**config.mk**
```make
export PLATFORM = sky130hd
export DESIGN_NAME = sync_status_and_irq_regs
export DESIGN_NICKNAME = d
export VERILOG_FILES = /design/src/rtl/sync_regs_pkg.sv /design/src/rtl/sync_status_and_irq_regs.sv /design/src/rtl/drift_detect.sv /design/src/rtl/flag_bit.sv
export VERILOG_INCLUDE_DIRS = /design/src /design/src/rtl
export SDC_FILE = /design/constraint.sdc
export NUM_CORES = 1
export LEC_CHECK = 0
export BUFFER_PORTS_ARGS = -buffer_cell sky130_fd_sc_hd__buf_4
export CAP_MARGIN = 40
export CORE_MARGIN = 10
export CORE_UTILIZATION = 53
export DETAILED_ROUTE_END_ITERATION = 12
export GPL_TIMING_DRIVEN = 0
export PLACE_DENSITY_LB_ADDON = 0.12
export SLEW_MARGIN = 20
export SYNTH_ARGS = -nofsm -noshare
export SYNTH_HDL_FRONTEND = slang
export SYNTH_HIERARCHICAL = 1
export SYNTH_SLANG_ARGS = --single-unit
```
**constraint.sdc**
```tcl
create_clock -name clk -period 3.3 [get_ports clk]
set_input_delay 0.66 -clock clk [delete_from_list [all_inputs] [get_ports clk]]
set_output_delay 0.66 -clock clk [all_outputs]
set_load 0.005 [all_outputs]
```
**src/rtl/sync_regs_cfg.svh**
```systemverilog
`ifndef SYNC_REGS_CFG_SVH
`define SYNC_REGS_CFG_SVH
`define ADDR_SYNC_PRI   7'h09
`define ADDR_SYNC_SEC   7'h0a
`define ADDR_IRQ_CTRL   7'h0b
`define ADDR_IRQ_EN     7'h0c
`define ADDR_IRQ_FLAGS  7'h0d
`define CTRL_EN_BIT     3
`define CTRL_RANGE_HI   2
`define CTRL_RANGE_LO   0
`define RANGE_SMALL     2'h0
`define RANGE_LARGE     2'h1
`define RANGE_MAX       2'h2
`define MON_SMALL_A     3'h1
`define MON_SMALL_B     3'h5
`define MON_LARGE_A     3'h2
`define MON_LARGE_B     3'h4
`define MON_MAX         3'h3
`define FLAG_DRIFT_BIT  0
`define CTRL_RESET      8'h00
`define EN_RESET        8'h00
`define ZERO_BYTE       8'h00
`endif

```
**src/rtl/sync_regs_pkg.sv**
```systemverilog
package sync_regs_pkg;
  // Live state of the synchronisation engine, packed in register bit order.
  typedef struct packed {
    logic early;
    logic late;
    logic equal;
    logic locked;
    logic max_stop;
    logic min_stop;
    logic match_detected;
    logic eval_active;
  } sync_primary_t;
  typedef struct packed {
    logic [1:0] spare;
    logic       offset_err;
    logic [1:0] en_phase;
    logic       prerun_active;
    logic       lockout;
    logic       lock_flag;
  } sync_secondary_t;
  // One register access from the serial control interface.
  typedef struct packed {
    logic       wr;
    logic       rd;
    logic [6:0] addr;
    logic [7:0] wdata;
  } reg_req_t;
endpackage : sync_regs_pkg

```
**src/rtl/sync_status_and_irq_regs.sv**
```systemverilog
`timescale 1ns/100ps
`default_nettype none
`include "sync_regs_cfg.svh"
module sync_status_and_irq_regs
  import sync_regs_pkg::*;
(
  input  wire logic            clk,        // System clock, 50 MHz.
  input  wire logic            sys_rst,    // Synchronous reset, high.
  input  wire reg_req_t        req,        // Register access request.
  output logic [7:0]           rdata_ff,   // Read data.
  output logic                 rvalid_ff,  // Read data valid pulse.
  input  wire sync_primary_t   sync_pri,   // Live sync engine state.
  input  wire sync_secondary_t sync_sec,   // Live sync engine state.
  input  wire logic [6:0]      evt_src,    // Ready/error events, bits 7..1.
  input  wire logic [2:0]      mon_val,    // Data clock monitor position.
  output logic [1:0]           drift_range_ff, // Drift threshold to monitor.
  output logic                 irq_ff      // Interrupt output, high.
);
  logic [7:0] ctrl_ff;
  logic [7:0] en_ff;
  logic [7:0] flags;
  logic       drift;
  logic       clr_ff;
  logic [7:0] nxt_rdata;
  logic       irq_on;

  assign irq_on = ctrl_ff[`CTRL_EN_BIT];

  // Control and enable writes; status addresses take no write at all.
  always_ff @(posedge clk)
  begin
    if (sys_rst)
    begin
      ctrl_ff <= `CTRL_RESET;
      en_ff   <= `EN_RESET;
    end
    else if (req.wr)
    begin
      if (req.addr == `ADDR_IRQ_CTRL)
        ctrl_ff <= req.wdata;
      if (req.addr == `ADDR_IRQ_EN)
        en_ff <= req.wdata;
    end
  end

  // Drift threshold goes out to the monitor as a registered copy.
  always_ff @(posedge clk)
  begin
    if (sys_rst)
      drift_range_ff <= 2'h0;
    else
      drift_range_ff <= ctrl_ff[1:0];
  end

  drift_detect u_drift
  (
    .clk       (clk),
    .sys_rst   (sys_rst),
    .range_sel (ctrl_ff[1:0]),
    .mon_val   (mon_val),
    .drift_ff  (drift)
  );

  // Flags clear after being read, but only when clearance is enabled.
  // The clear is gated again at the flags, so a pending clear dies if control drops.
  always_ff @(posedge clk)
  begin
    if (sys_rst)
      clr_ff <= 1'b0;
    else
      clr_ff <= req.rd && (req.addr == `ADDR_IRQ_FLAGS) && irq_on;
  end

  // One sticky flag per source, set whatever its enable bit; the enable bit masks only the interrupt.
  for (genvar i = 0; i < 8; i++)
  begin : g_flag
    flag_bit u_flag
    (
      .clk      (clk),
      .sys_rst  (sys_rst),
      .event_in ((i == `FLAG_DRIFT_BIT) ? drift : evt_src[(i == 0) ? 0 : i - 1]),
      .clr      (clr_ff && irq_on),
      .flag_ff  (flags[i])
    );
  end

  // Read multiplexer; status reads are live engine state.
  always_comb
  begin
    case (req.addr)
      `ADDR_SYNC_PRI:  nxt_rdata = sync_pri;
      `ADDR_SYNC_SEC:  nxt_rdata = {2'b00, sync_sec[5:0]};
      `ADDR_IRQ_CTRL:  nxt_rdata = {4'h0, ctrl_ff[3:0]};
      `ADDR_IRQ_EN:    nxt_rdata = en_ff;
      `ADDR_IRQ_FLAGS: nxt_rdata = flags;
      default:         nxt_rdata = `ZERO_BYTE;
    endcase
  end

  always_ff @(posedge clk)
  begin
    if (sys_rst)
    begin
      rdata_ff  <= `ZERO_BYTE;
      rvalid_ff <= 1'b0;
    end
    else
    begin
      rvalid_ff <= req.rd;
      if (req.rd)
        rdata_ff <= nxt_rdata;
    end
  end

  // Interrupt is the OR of enabled flags, gated by the control bit.
  always_ff @(posedge clk)
  begin
    if (sys_rst)
      irq_ff <= 1'b0;
    else
      irq_ff <= irq_on && |(flags & en_ff);
  end

  irq_assert_a: assert property (@(posedge clk) disable iff (sys_rst)
    (irq_on && |(flags & en_ff)) |=> irq_ff) else $error("irq missed");
  irq_gate_a: assert property (@(posedge clk) disable iff (sys_rst)
    !irq_on |=> !irq_ff) else $error("irq while disabled");
  pri_read_a: assert property (@(posedge clk) disable iff (sys_rst)
    (req.rd && req.addr == `ADDR_SYNC_PRI) |=> rdata_ff == $past(sync_pri))
    else $error("primary status wrong");
  sec_read_a: assert property (@(posedge clk) disable iff (sys_rst)
    (req.rd && req.addr == `ADDR_SYNC_SEC) |=> rdata_ff[5:2] == $past(sync_sec[5:2]))
    else $error("secondary status wrong");
  en_write_a: assert property (@(posedge clk) disable iff (sys_rst)
    (req.wr && req.addr == `ADDR_IRQ_EN) |=> en_ff == $past(req.wdata))
    else $error("enable write lost");
  flag_read_a: assert property (@(posedge clk) disable iff (sys_rst)
    (req.rd && req.addr == `ADDR_IRQ_FLAGS) |=> rdata_ff == $past(flags))
    else $error("flag read wrong");
  flag_keep_a: assert property (@(posedge clk) disable iff (sys_rst)
    (!irq_on && flags[1]) |=> flags[1]) else $error("flag cleared while disabled");
  irq_mask_a: assert property (@(posedge clk) disable iff (sys_rst)
    (en_ff == 8'h00) |=> !irq_ff) else $error("masked irq");
endmodule : sync_status_and_irq_regs
`default_nettype wire

```
**src/rtl/drift_detect.sv**
```systemverilog
`timescale 1ns/100ps
`default_nettype none
`include "sync_regs_cfg.svh"
module drift_detect
  import sync_regs_pkg::*;
(
  input  wire logic       clk,       // System clock.
  input  wire logic       sys_rst,   // Synchronous reset, high.
  input  wire logic [1:0] range_sel, // Drift threshold code.
  input  wire logic [2:0] mon_val,   // Clock monitor position.
  output logic            drift_ff   // Registered drift event.
);
  logic nxt_drift;
  // Compare the monitor position with the selected threshold.
  always_comb
  begin
    case (range_sel)
      `RANGE_SMALL: nxt_drift = (mon_val == `MON_SMALL_A) || (mon_val == `MON_SMALL_B);
      `RANGE_LARGE: nxt_drift = (mon_val == `MON_LARGE_A) || (mon_val == `MON_LARGE_B);
      `RANGE_MAX:   nxt_drift = (mon_val == `MON_MAX);
      default:      nxt_drift = 1'b0;
    endcase
  end
  // Registered so the flag register sees a clean level.
  always_ff @(posedge clk)
  begin
    if (sys_rst)
      drift_ff <= 1'b0;
    else
      drift_ff <= nxt_drift;
  end
  drift_off_a: assert property (@(posedge clk) disable iff (sys_rst)
    (range_sel == 2'h3) |=> !drift_ff) else $error("drift flag raised while disabled");
endmodule : drift_detect
`default_nettype wire

```
**src/rtl/flag_bit.sv**
```systemverilog
`timescale 1ns/100ps
`default_nettype none
module flag_bit
(
  input  wire logic clk,      // System clock.
  input  wire logic sys_rst,  // Synchronous reset, high.
  input  wire logic event_in, // Ready or error event level.
  input  wire logic clr,      // Clearance pulse.
  output logic      flag_ff   // Sticky flag.
);
  // A set in the clearing cycle wins so no event is lost.
  always_ff @(posedge clk)
  begin
    if (sys_rst)
      flag_ff <= 1'b0;
    else if (event_in)
      flag_ff <= 1'b1;
    else if (clr)
      flag_ff <= 1'b0;
  end
endmodule : flag_bit
`default_nettype wire

```
==> qor.yml, run 1 <==
post_cts_buffers: 0
layout-area-overhead-vs-synth_pct: 31.3
global_route_wire_length_before_repair_mm: 7.47
synth_enable_flop_cells: 0
pleak_nw: 0.965
tritoncts: "yes"
syn_inst_count: 171
coreArea_mm2: 0.00303
route.detailed.wl_per_inst_um: 16.7
synth-seq-cells: 34
synthDominantCellAreaShare: 0.409
holdCritPathClass: "reg2reg"
ff_to_ff_setup_slack_ns: 2.11
critPathMaxStageDelay_ns: 0.54
layout.nets: 277
cts.path.max_buffers: 2
timing.final.max_slew_violations: 0
proportion_of_synthesized_flip_flops_having_asynchronous_set_or_reset: 0
floorplan.die.width_um: 76.0
fillCellCount: 260
final.setup_skew_ns: 0.00408
global_route.overflow_total: 0
drc_errors: 0
ff2ff_path_depth: 3
synth.top_cells.by_area: "dfxtp_1 (41%), mux2i_1 (9.0%), mux2_2 (5.4%), nor2_1 (4.7%), a21oi_2 (4.2%)"
clk_pin_slew_ns: 0.10
critical_path.cell_chain: "buf_4 > or4b_1 > buf_6 > nor3b_4 > a221oi_1 > a211oi_1"
clock_tree.htree_level_count: 2
peak_vdd_ir_mv: 0.348
drt_wl_total_mm: 4.63
timing.slew.headroom: 0.675
setup_viol_count_final: 0
synth_top_area_cell: "dfxtp_1"
start_util: 0.549
hold_viol_final: 0
dr_total_vias: 1518
synthMostInstantiatedCell: "dfxtp_1"
drt-initial-drc-count: 97
cellPowerDensity_mw_per_mm2: 359
cts.repair.resized: 0
worst_r2r_endpoint: "rdata_ff[2]"
fin_area_mm2: 0.00218
setup_tns_ns: 0
hold_ws_ns: 0.441
synthesis.area_mm2: 0.00166
track_usage: 0.156
detail-route-antenna-nets: 0
worstPathBufferInverterCount: 2
cp-endpoint: "rdata_ff[2]"
drv_cap: 0
synth_commonest_cells: "dfxtp_1 (34), nor2_1 (21), mux2i_1 (15)"
grt_setup_unrepaired: "no"
place.detailed.hpwl_mm: 3.59
layout_min_cycle_time_ns: 1.95
grt_max_degree: 16
root_buffer_cell: "clkbuf_4"
worst_r2r_startpoint: "g_flag[2].u_flag/flag_ff"
cp-end-kind: "register"
run_status: "completed"
dieArea_mm2: 0.00578
worstPathRequired_ns: 3.55
antenna-diode-count: 0
syn-num-nets: 216
synth.yosys.seq_area_share: 0.409
crit_cells: 6
vias_per_cell: 5.48
core.rowCount: 20
dpl-instance-area_mm2: 0.00212
layout_worst_path_cycle_share: 0.591
cts_num_sinks: 34
worst_path_dominant_cell_family: "simple AND/OR/NAND/NOR gates"
grt_antenna_before_repair: 0
synth_cell_type_count: 36
ctsHoldBuffers: 0
leading_register_cell_type_out_of_synthesis: "dfxtp_1"
critPathLaunch: "req[13]"
clock_insertion_delay_worst_skew_ns: 0.34
first_global_vias: 1614
fmax_mhz: 513
worst-slew-pin-transition_ns: 0.488
port_buffers: 54
syn-mean-instance-area_um2: 9.72
cts_made_buffers: 5
ioPinCount: 57
drt_first_pass_iters: 4
synth_warnings: 6
drive_gt1_frac: 0.378
fp.dieH_um: 76.0
critical_path_arrival_ns: 2.20
setup.worst_path.start_class: "input pin"
gp_congestion: 0.892
worstPathMaxFanout: 9
worstSetupPathType: "in2reg"
cpMaxStageDelayCell: "or4b_1"
## layer usage
layer	GRT usage	vias to the layer above	wire length (µm)	share of wire
met3	0.0460	6	323	0.070
li1	-	733	-	-
met4	0.0549	0	51	0.011
met5	0	-	0	0
met1	0.175	726	1880	0.41
met2	0.272	53	2370	0.51
## area by class of cell
type | instances | area [µm²] | share of cell area
clock buffer | 7 | 55.1 | 0.0252
timing repair buffer | 54 | 405 | 0.186
sequential | 34 | 681 | 0.312
inverter | 9 | 33.8 | 0.0155
multi-input combinational | 119 | 882 | 0.404
buffer | 9 | 66.3 | 0.0304
tap | 44 | 55.1 | 0.0252
clock inverter | 1 | 5.00 | 0.00229
## registers in the layout (all words and copies together) (netlist names)
signal / flops
en_ff: 8
g_flag.u_flag/flag_ff: 8
rdata_ff: 8
ctrl_ff: 4
drift_range_ff: 2
clr_ff: 1
irq_ff: 1
rvalid_ff: 1
u_drift/drift_ff: 1
## where the power goes
group          total, mW  leakage (nW)  internal [mW]  switching, mW
Sequential         0.429         0.277          0.421        0.00772
Clock              0.240        0.0353          0.103          0.137
Combinational      0.116         0.652         0.0653         0.0505
Total              0.784         0.965          0.589          0.195
## metrics by stage
step / setup WS (ns) / utilization / power [mW] / cells
after floorplan: 1.28 / - / 0.490 / 171
after global placement: 1.06 / 0.701 / 0.549 / 269
after detailed placement: 1.02 / 0.701 / 0.553 / 269
after CTS: 1.35 / 0.721 / 0.791 / 277
after global routing: 1.29 / 0.721 / 0.821 / 277
final: 1.35 / 0.721 / 0.784 / 277
## how the worst min path moves through the flow
stage                     startpoint                       end  slack [ns]  cells past startpoint
floorplan           u_drift/drift_ff  g_flag[0].u_flag/flag_ff        0.41                      2
global placement    u_drift/drift_ff  g_flag[0].u_flag/flag_ff        0.42                      2
detailed placement  u_drift/drift_ff  g_flag[0].u_flag/flag_ff        0.43                      2
CTS                 u_drift/drift_ff  g_flag[0].u_flag/flag_ff        0.44                      2
global route        u_drift/drift_ff  g_flag[0].u_flag/flag_ff        0.46                      2
finish              u_drift/drift_ff  g_flag[0].u_flag/flag_ff        0.44                      2
## cell families (layout without fill, tap and decap cells)
| kind of cell | count (synthesis) | in the layout | synth area share |
|---|---|---|---|
| DFF | 34 | 34 | 0.409 |
| AOI/OAI and AO/OA | 36 | 36 | 0.175 |
| and+or+nand+nor | 60 | 60 | 0.211 |
| muxes | 23 | 23 | 0.144 |
| buffers and inverters | 18 | 80 | 0.0602 |
## worst register-to-register path, stage by stage (launching register included)
cell and delay (ns):
dfxtp_1 0.34, mux2_2 0.27, a221oi_1 0.32, a211oi_1 0.13
## cells in the final DEF, fill, tap and decap left out, types with 3 or more instances in the layout
| cell type | n |
|---|---|
| clkbuf_1 | 3 |
| a22oi_1 | 6 |
| dfxtp_1 | 34 |
| a22o_1 | 6 |
| inv_1 | 9 |
| nand2b_1 | 10 |
| buf_4 | 57 |
| mux2_2 | 8 |
| mux2i_1 | 15 |
| clkbuf_4 | 5 |
| nor2b_1 | 7 |
| nor2_1 | 21 |
| a311oi_1 | 3 |
| a221oi_1 | 3 |
| a21oi_2 | 8 |
| nor3_1 | 4 |
| nand2_1 | 3 |
Power figures use the tool's default switching activity.
==> inputs of run 2 (changes only) <==
--- a/config.mk
+++ b/config.mk
@@ -6,10 +6,11 @@
 export SDC_FILE = /design/constraint.sdc
 export NUM_CORES = 1
 export LEC_CHECK = 0
+export ABC_AREA = 1
 export BUFFER_PORTS_ARGS = -buffer_cell sky130_fd_sc_hd__buf_4
 export CAP_MARGIN = 40
 export CORE_MARGIN = 10
-export CORE_UTILIZATION = 53
+export CORE_UTILIZATION = 50
 export DETAILED_ROUTE_END_ITERATION = 12
 export GPL_TIMING_DRIVEN = 0
 export PLACE_DENSITY_LB_ADDON = 0.12
==> constraint.sdc (replaced) <==
create_clock -name clk -period 2.01 [get_ports clk]
set_input_delay 0.402 -clock clk [delete_from_list [all_inputs] [get_ports clk]]
set_output_delay 0.402 -clock clk [all_outputs]
set_load 0.005 [all_outputs]
==> qor.yml, run 2 <==
run_status: "completed"
gp_congestion: 0.824
leading_register_cell_type_out_of_synthesis: "dfxtp_1"
seqCellArea_um2: 681
cellPowerDensity_mw_per_mm2: 564
fmax_mhz: 751
hold_ws_ns: 0.292
start_util: 0.515
ioPinCount: 57
critical_path.cell_chain: "buf_4 > nor3_4 > buf_6 > nand2_2 > nor2_1 > o21ai_1 > a21oi_1"
vias_per_cell: 4.88
cts.repair.resized: 0
fin_total_pwr_mw: 1.26
drive_gt1_frac: 0.278
clock_insertion_delay_worst_skew_ns: 0.33
post_cts_buffers: 0
synth-seq-cells: 34
syn-num-nets: 292
worst-slew-pin-transition_ns: 0.521
synth_top_area_cell: "dfxtp_1"
clk_pin_slew_ns: 0.10
proportion_of_synthesized_flip_flops_having_asynchronous_set_or_reset: 0
worstPathMaxFanout: 10
combinational_family_with_the_most_area_after_synthesis: "simple AND/OR/NAND/NOR gates"
setup_viol_count_final: 0
synth_enable_flop_cells: 0
synth_cell_type_count: 22
dr_total_vias: 1734
cpMaxStageDelayCell: "nor3_4"
cts_made_buffers: 5
synthesis.area_mm2: 0.00172
drt-initial-drc-count: 135
synth_warnings: 6
multiInputGateArea_um2: 833
worstPathRequired_ns: 2.27
grt_max_degree: 13
layout_worst_path_cycle_share: 0.663
route.detailed.wl_per_inst_um: 12.5
timing.final.max_slew_violations: 0
synthDominantCellAreaShare: 0.396
setup_tns_ns: 0
clock_tree.htree_level_count: 2
synth.top_cells.by_area: "dfxtp_1 (40%), nand3_1 (11%), nand2_1 (10%), inv_1 (8.3%), nor2_1 (6.3%)"
timing.slew.headroom: 0.651
place.detailed.hpwl_mm: 3.60
hold_viol_final: 0
worstSetupPathType: "in2reg"
global_route.overflow_total: 0
drt_first_pass_iters: 4
floorplan.die.width_um: 78.6
layout-area-overhead-vs-synth_pct: 30.4
final.setup_skew_ns: 0.00530
core.rowCount: 21
synth.yosys.seq_area_share: 0.396
fillCellCount: 315
first_global_vias: 1642
layout.nets: 353
track_usage: 0.146
ff2ff_path_depth: 5
pleak_nw: 1.10
final_core_utilization: 0.672
drt_wl_total_mm: 4.45
most-common-layout-cells: "buf_4 (54), nand2_1 (46), nand3_1 (39)"
root_buffer_cell: "clkbuf_4"
dieArea_mm2: 0.00618
detail-route-antenna-nets: 0
peak_vdd_ir_mv: 0.450
mostFrequentLayoutCell: "buf_4"
grt_setup_unrepaired: "no"
coreArea_mm2: 0.00334
synth_compound_area_frac: 0.152
drv_cap: 0
syn_inst_count: 247
syn-mean-instance-area_um2: 6.96
worst_hold_path.num_cells: 3
layout_top_registers: "en_ff x8, g_flag.u_flag/flag_ff x8, rdata_ff x8"
port_buffers: 54
critPathMaxStageDelay_ns: 0.46
cts_num_sinks: 34
tritoncts: "yes"
fp.dieH_um: 78.6
global_route_wire_length_before_repair_mm: 7.38
area_share_of_and_or_nand_nor_cells_after_synthesis: 0.333
holdCritPathClass: "in2reg"
ctsHoldBuffers: 0
synthXorXnorAreaFrac: 0
synthMostInstantiatedCell: "nand2_1"
synth_commonest_cells: "nand2_1 (46), nand3_1 (39), inv_1 (38)"
layout_min_cycle_time_ns: 1.33
critical_path_arrival_ns: 1.59
cp-end-kind: "register"
drc_errors: 0
cts.path.max_buffers: 2
setup.worst_path.start_class: "input pin"
grt_antenna_before_repair: 0
synthAdderAreaFrac: 0
antenna-diode-count: 0
synth_mux_area_frac: 0
==> run 2: area by class of cell <==
| cell class | instances | area share |
|---|---|---|
| Clock inverter | 1 | 0.00223 |
| Inverter | 39 | 0.0653 |
| Sequential cell | 34 | 0.304 |
| Timing Repair Buffer | 54 | 0.181 |
| Clock buffer | 7 | 0.0246 |
| Tap cell | 46 | 0.0257 |
| Multi-Input combinational cell | 167 | 0.372 |
| Buffer | 7 | 0.0257 |
==> run 2: power breakdown <==
group          switching (mW)  leakage (nW)  internal (mW)
Combinational          0.0818         0.784         0.0895
Sequential             0.0138         0.277          0.691
Clock                   0.218        0.0353          0.169
Total                   0.314          1.10          0.950
==> run 2: cells by family after synthesis <==
family / count (synthesis)
AND/OR/NAND/NOR: 126
buffers and inverters: 46
AO/OA/AOI/OAI: 41
flip-flops: 34
==> run 2: layer usage <==
layer  global-route usage  routed length [µm]
met5                    0                   0
met4               0.0484                  54
met3               0.0581                 414
met2                0.242                2050
met1                0.167                1920
==> run 2: path summary, 6_finish.rpt <==
check,from,to,slack (ns)
max,req[13],rdata_ff[7],0.68
min,req[4],en_ff[4],0.29
max reg2reg,ctrl_ff[3],g_flag[5].u_flag/flag_ff,1.04
min reg2reg,u_drift/drift_ff,g_flag[0].u_flag/flag_ff,0.45
==> run 2: per-stage QoR <==
step / setup slack, ns / std cells / area (µm²)
2_1_floorplan: 0.649 / 247 / 1720
3_3_place_gp: 0.399 / 347 / 2180
3_5_place_dp: 0.350 / 347 / 2180
4_1_cts: 0.684 / 355 / 2240
5_1_grt: 0.601 / 355 / 2240
6_report: 0.678 / 355 / 2240
==> run 2: worst max-delay path, delay by kind of cell <==
kind                   cells  cell delay, ns
AOI/OAI and AO/OA          2            0.23
buffers and inverters      2            0.33
and+or+nand+nor            3            0.63
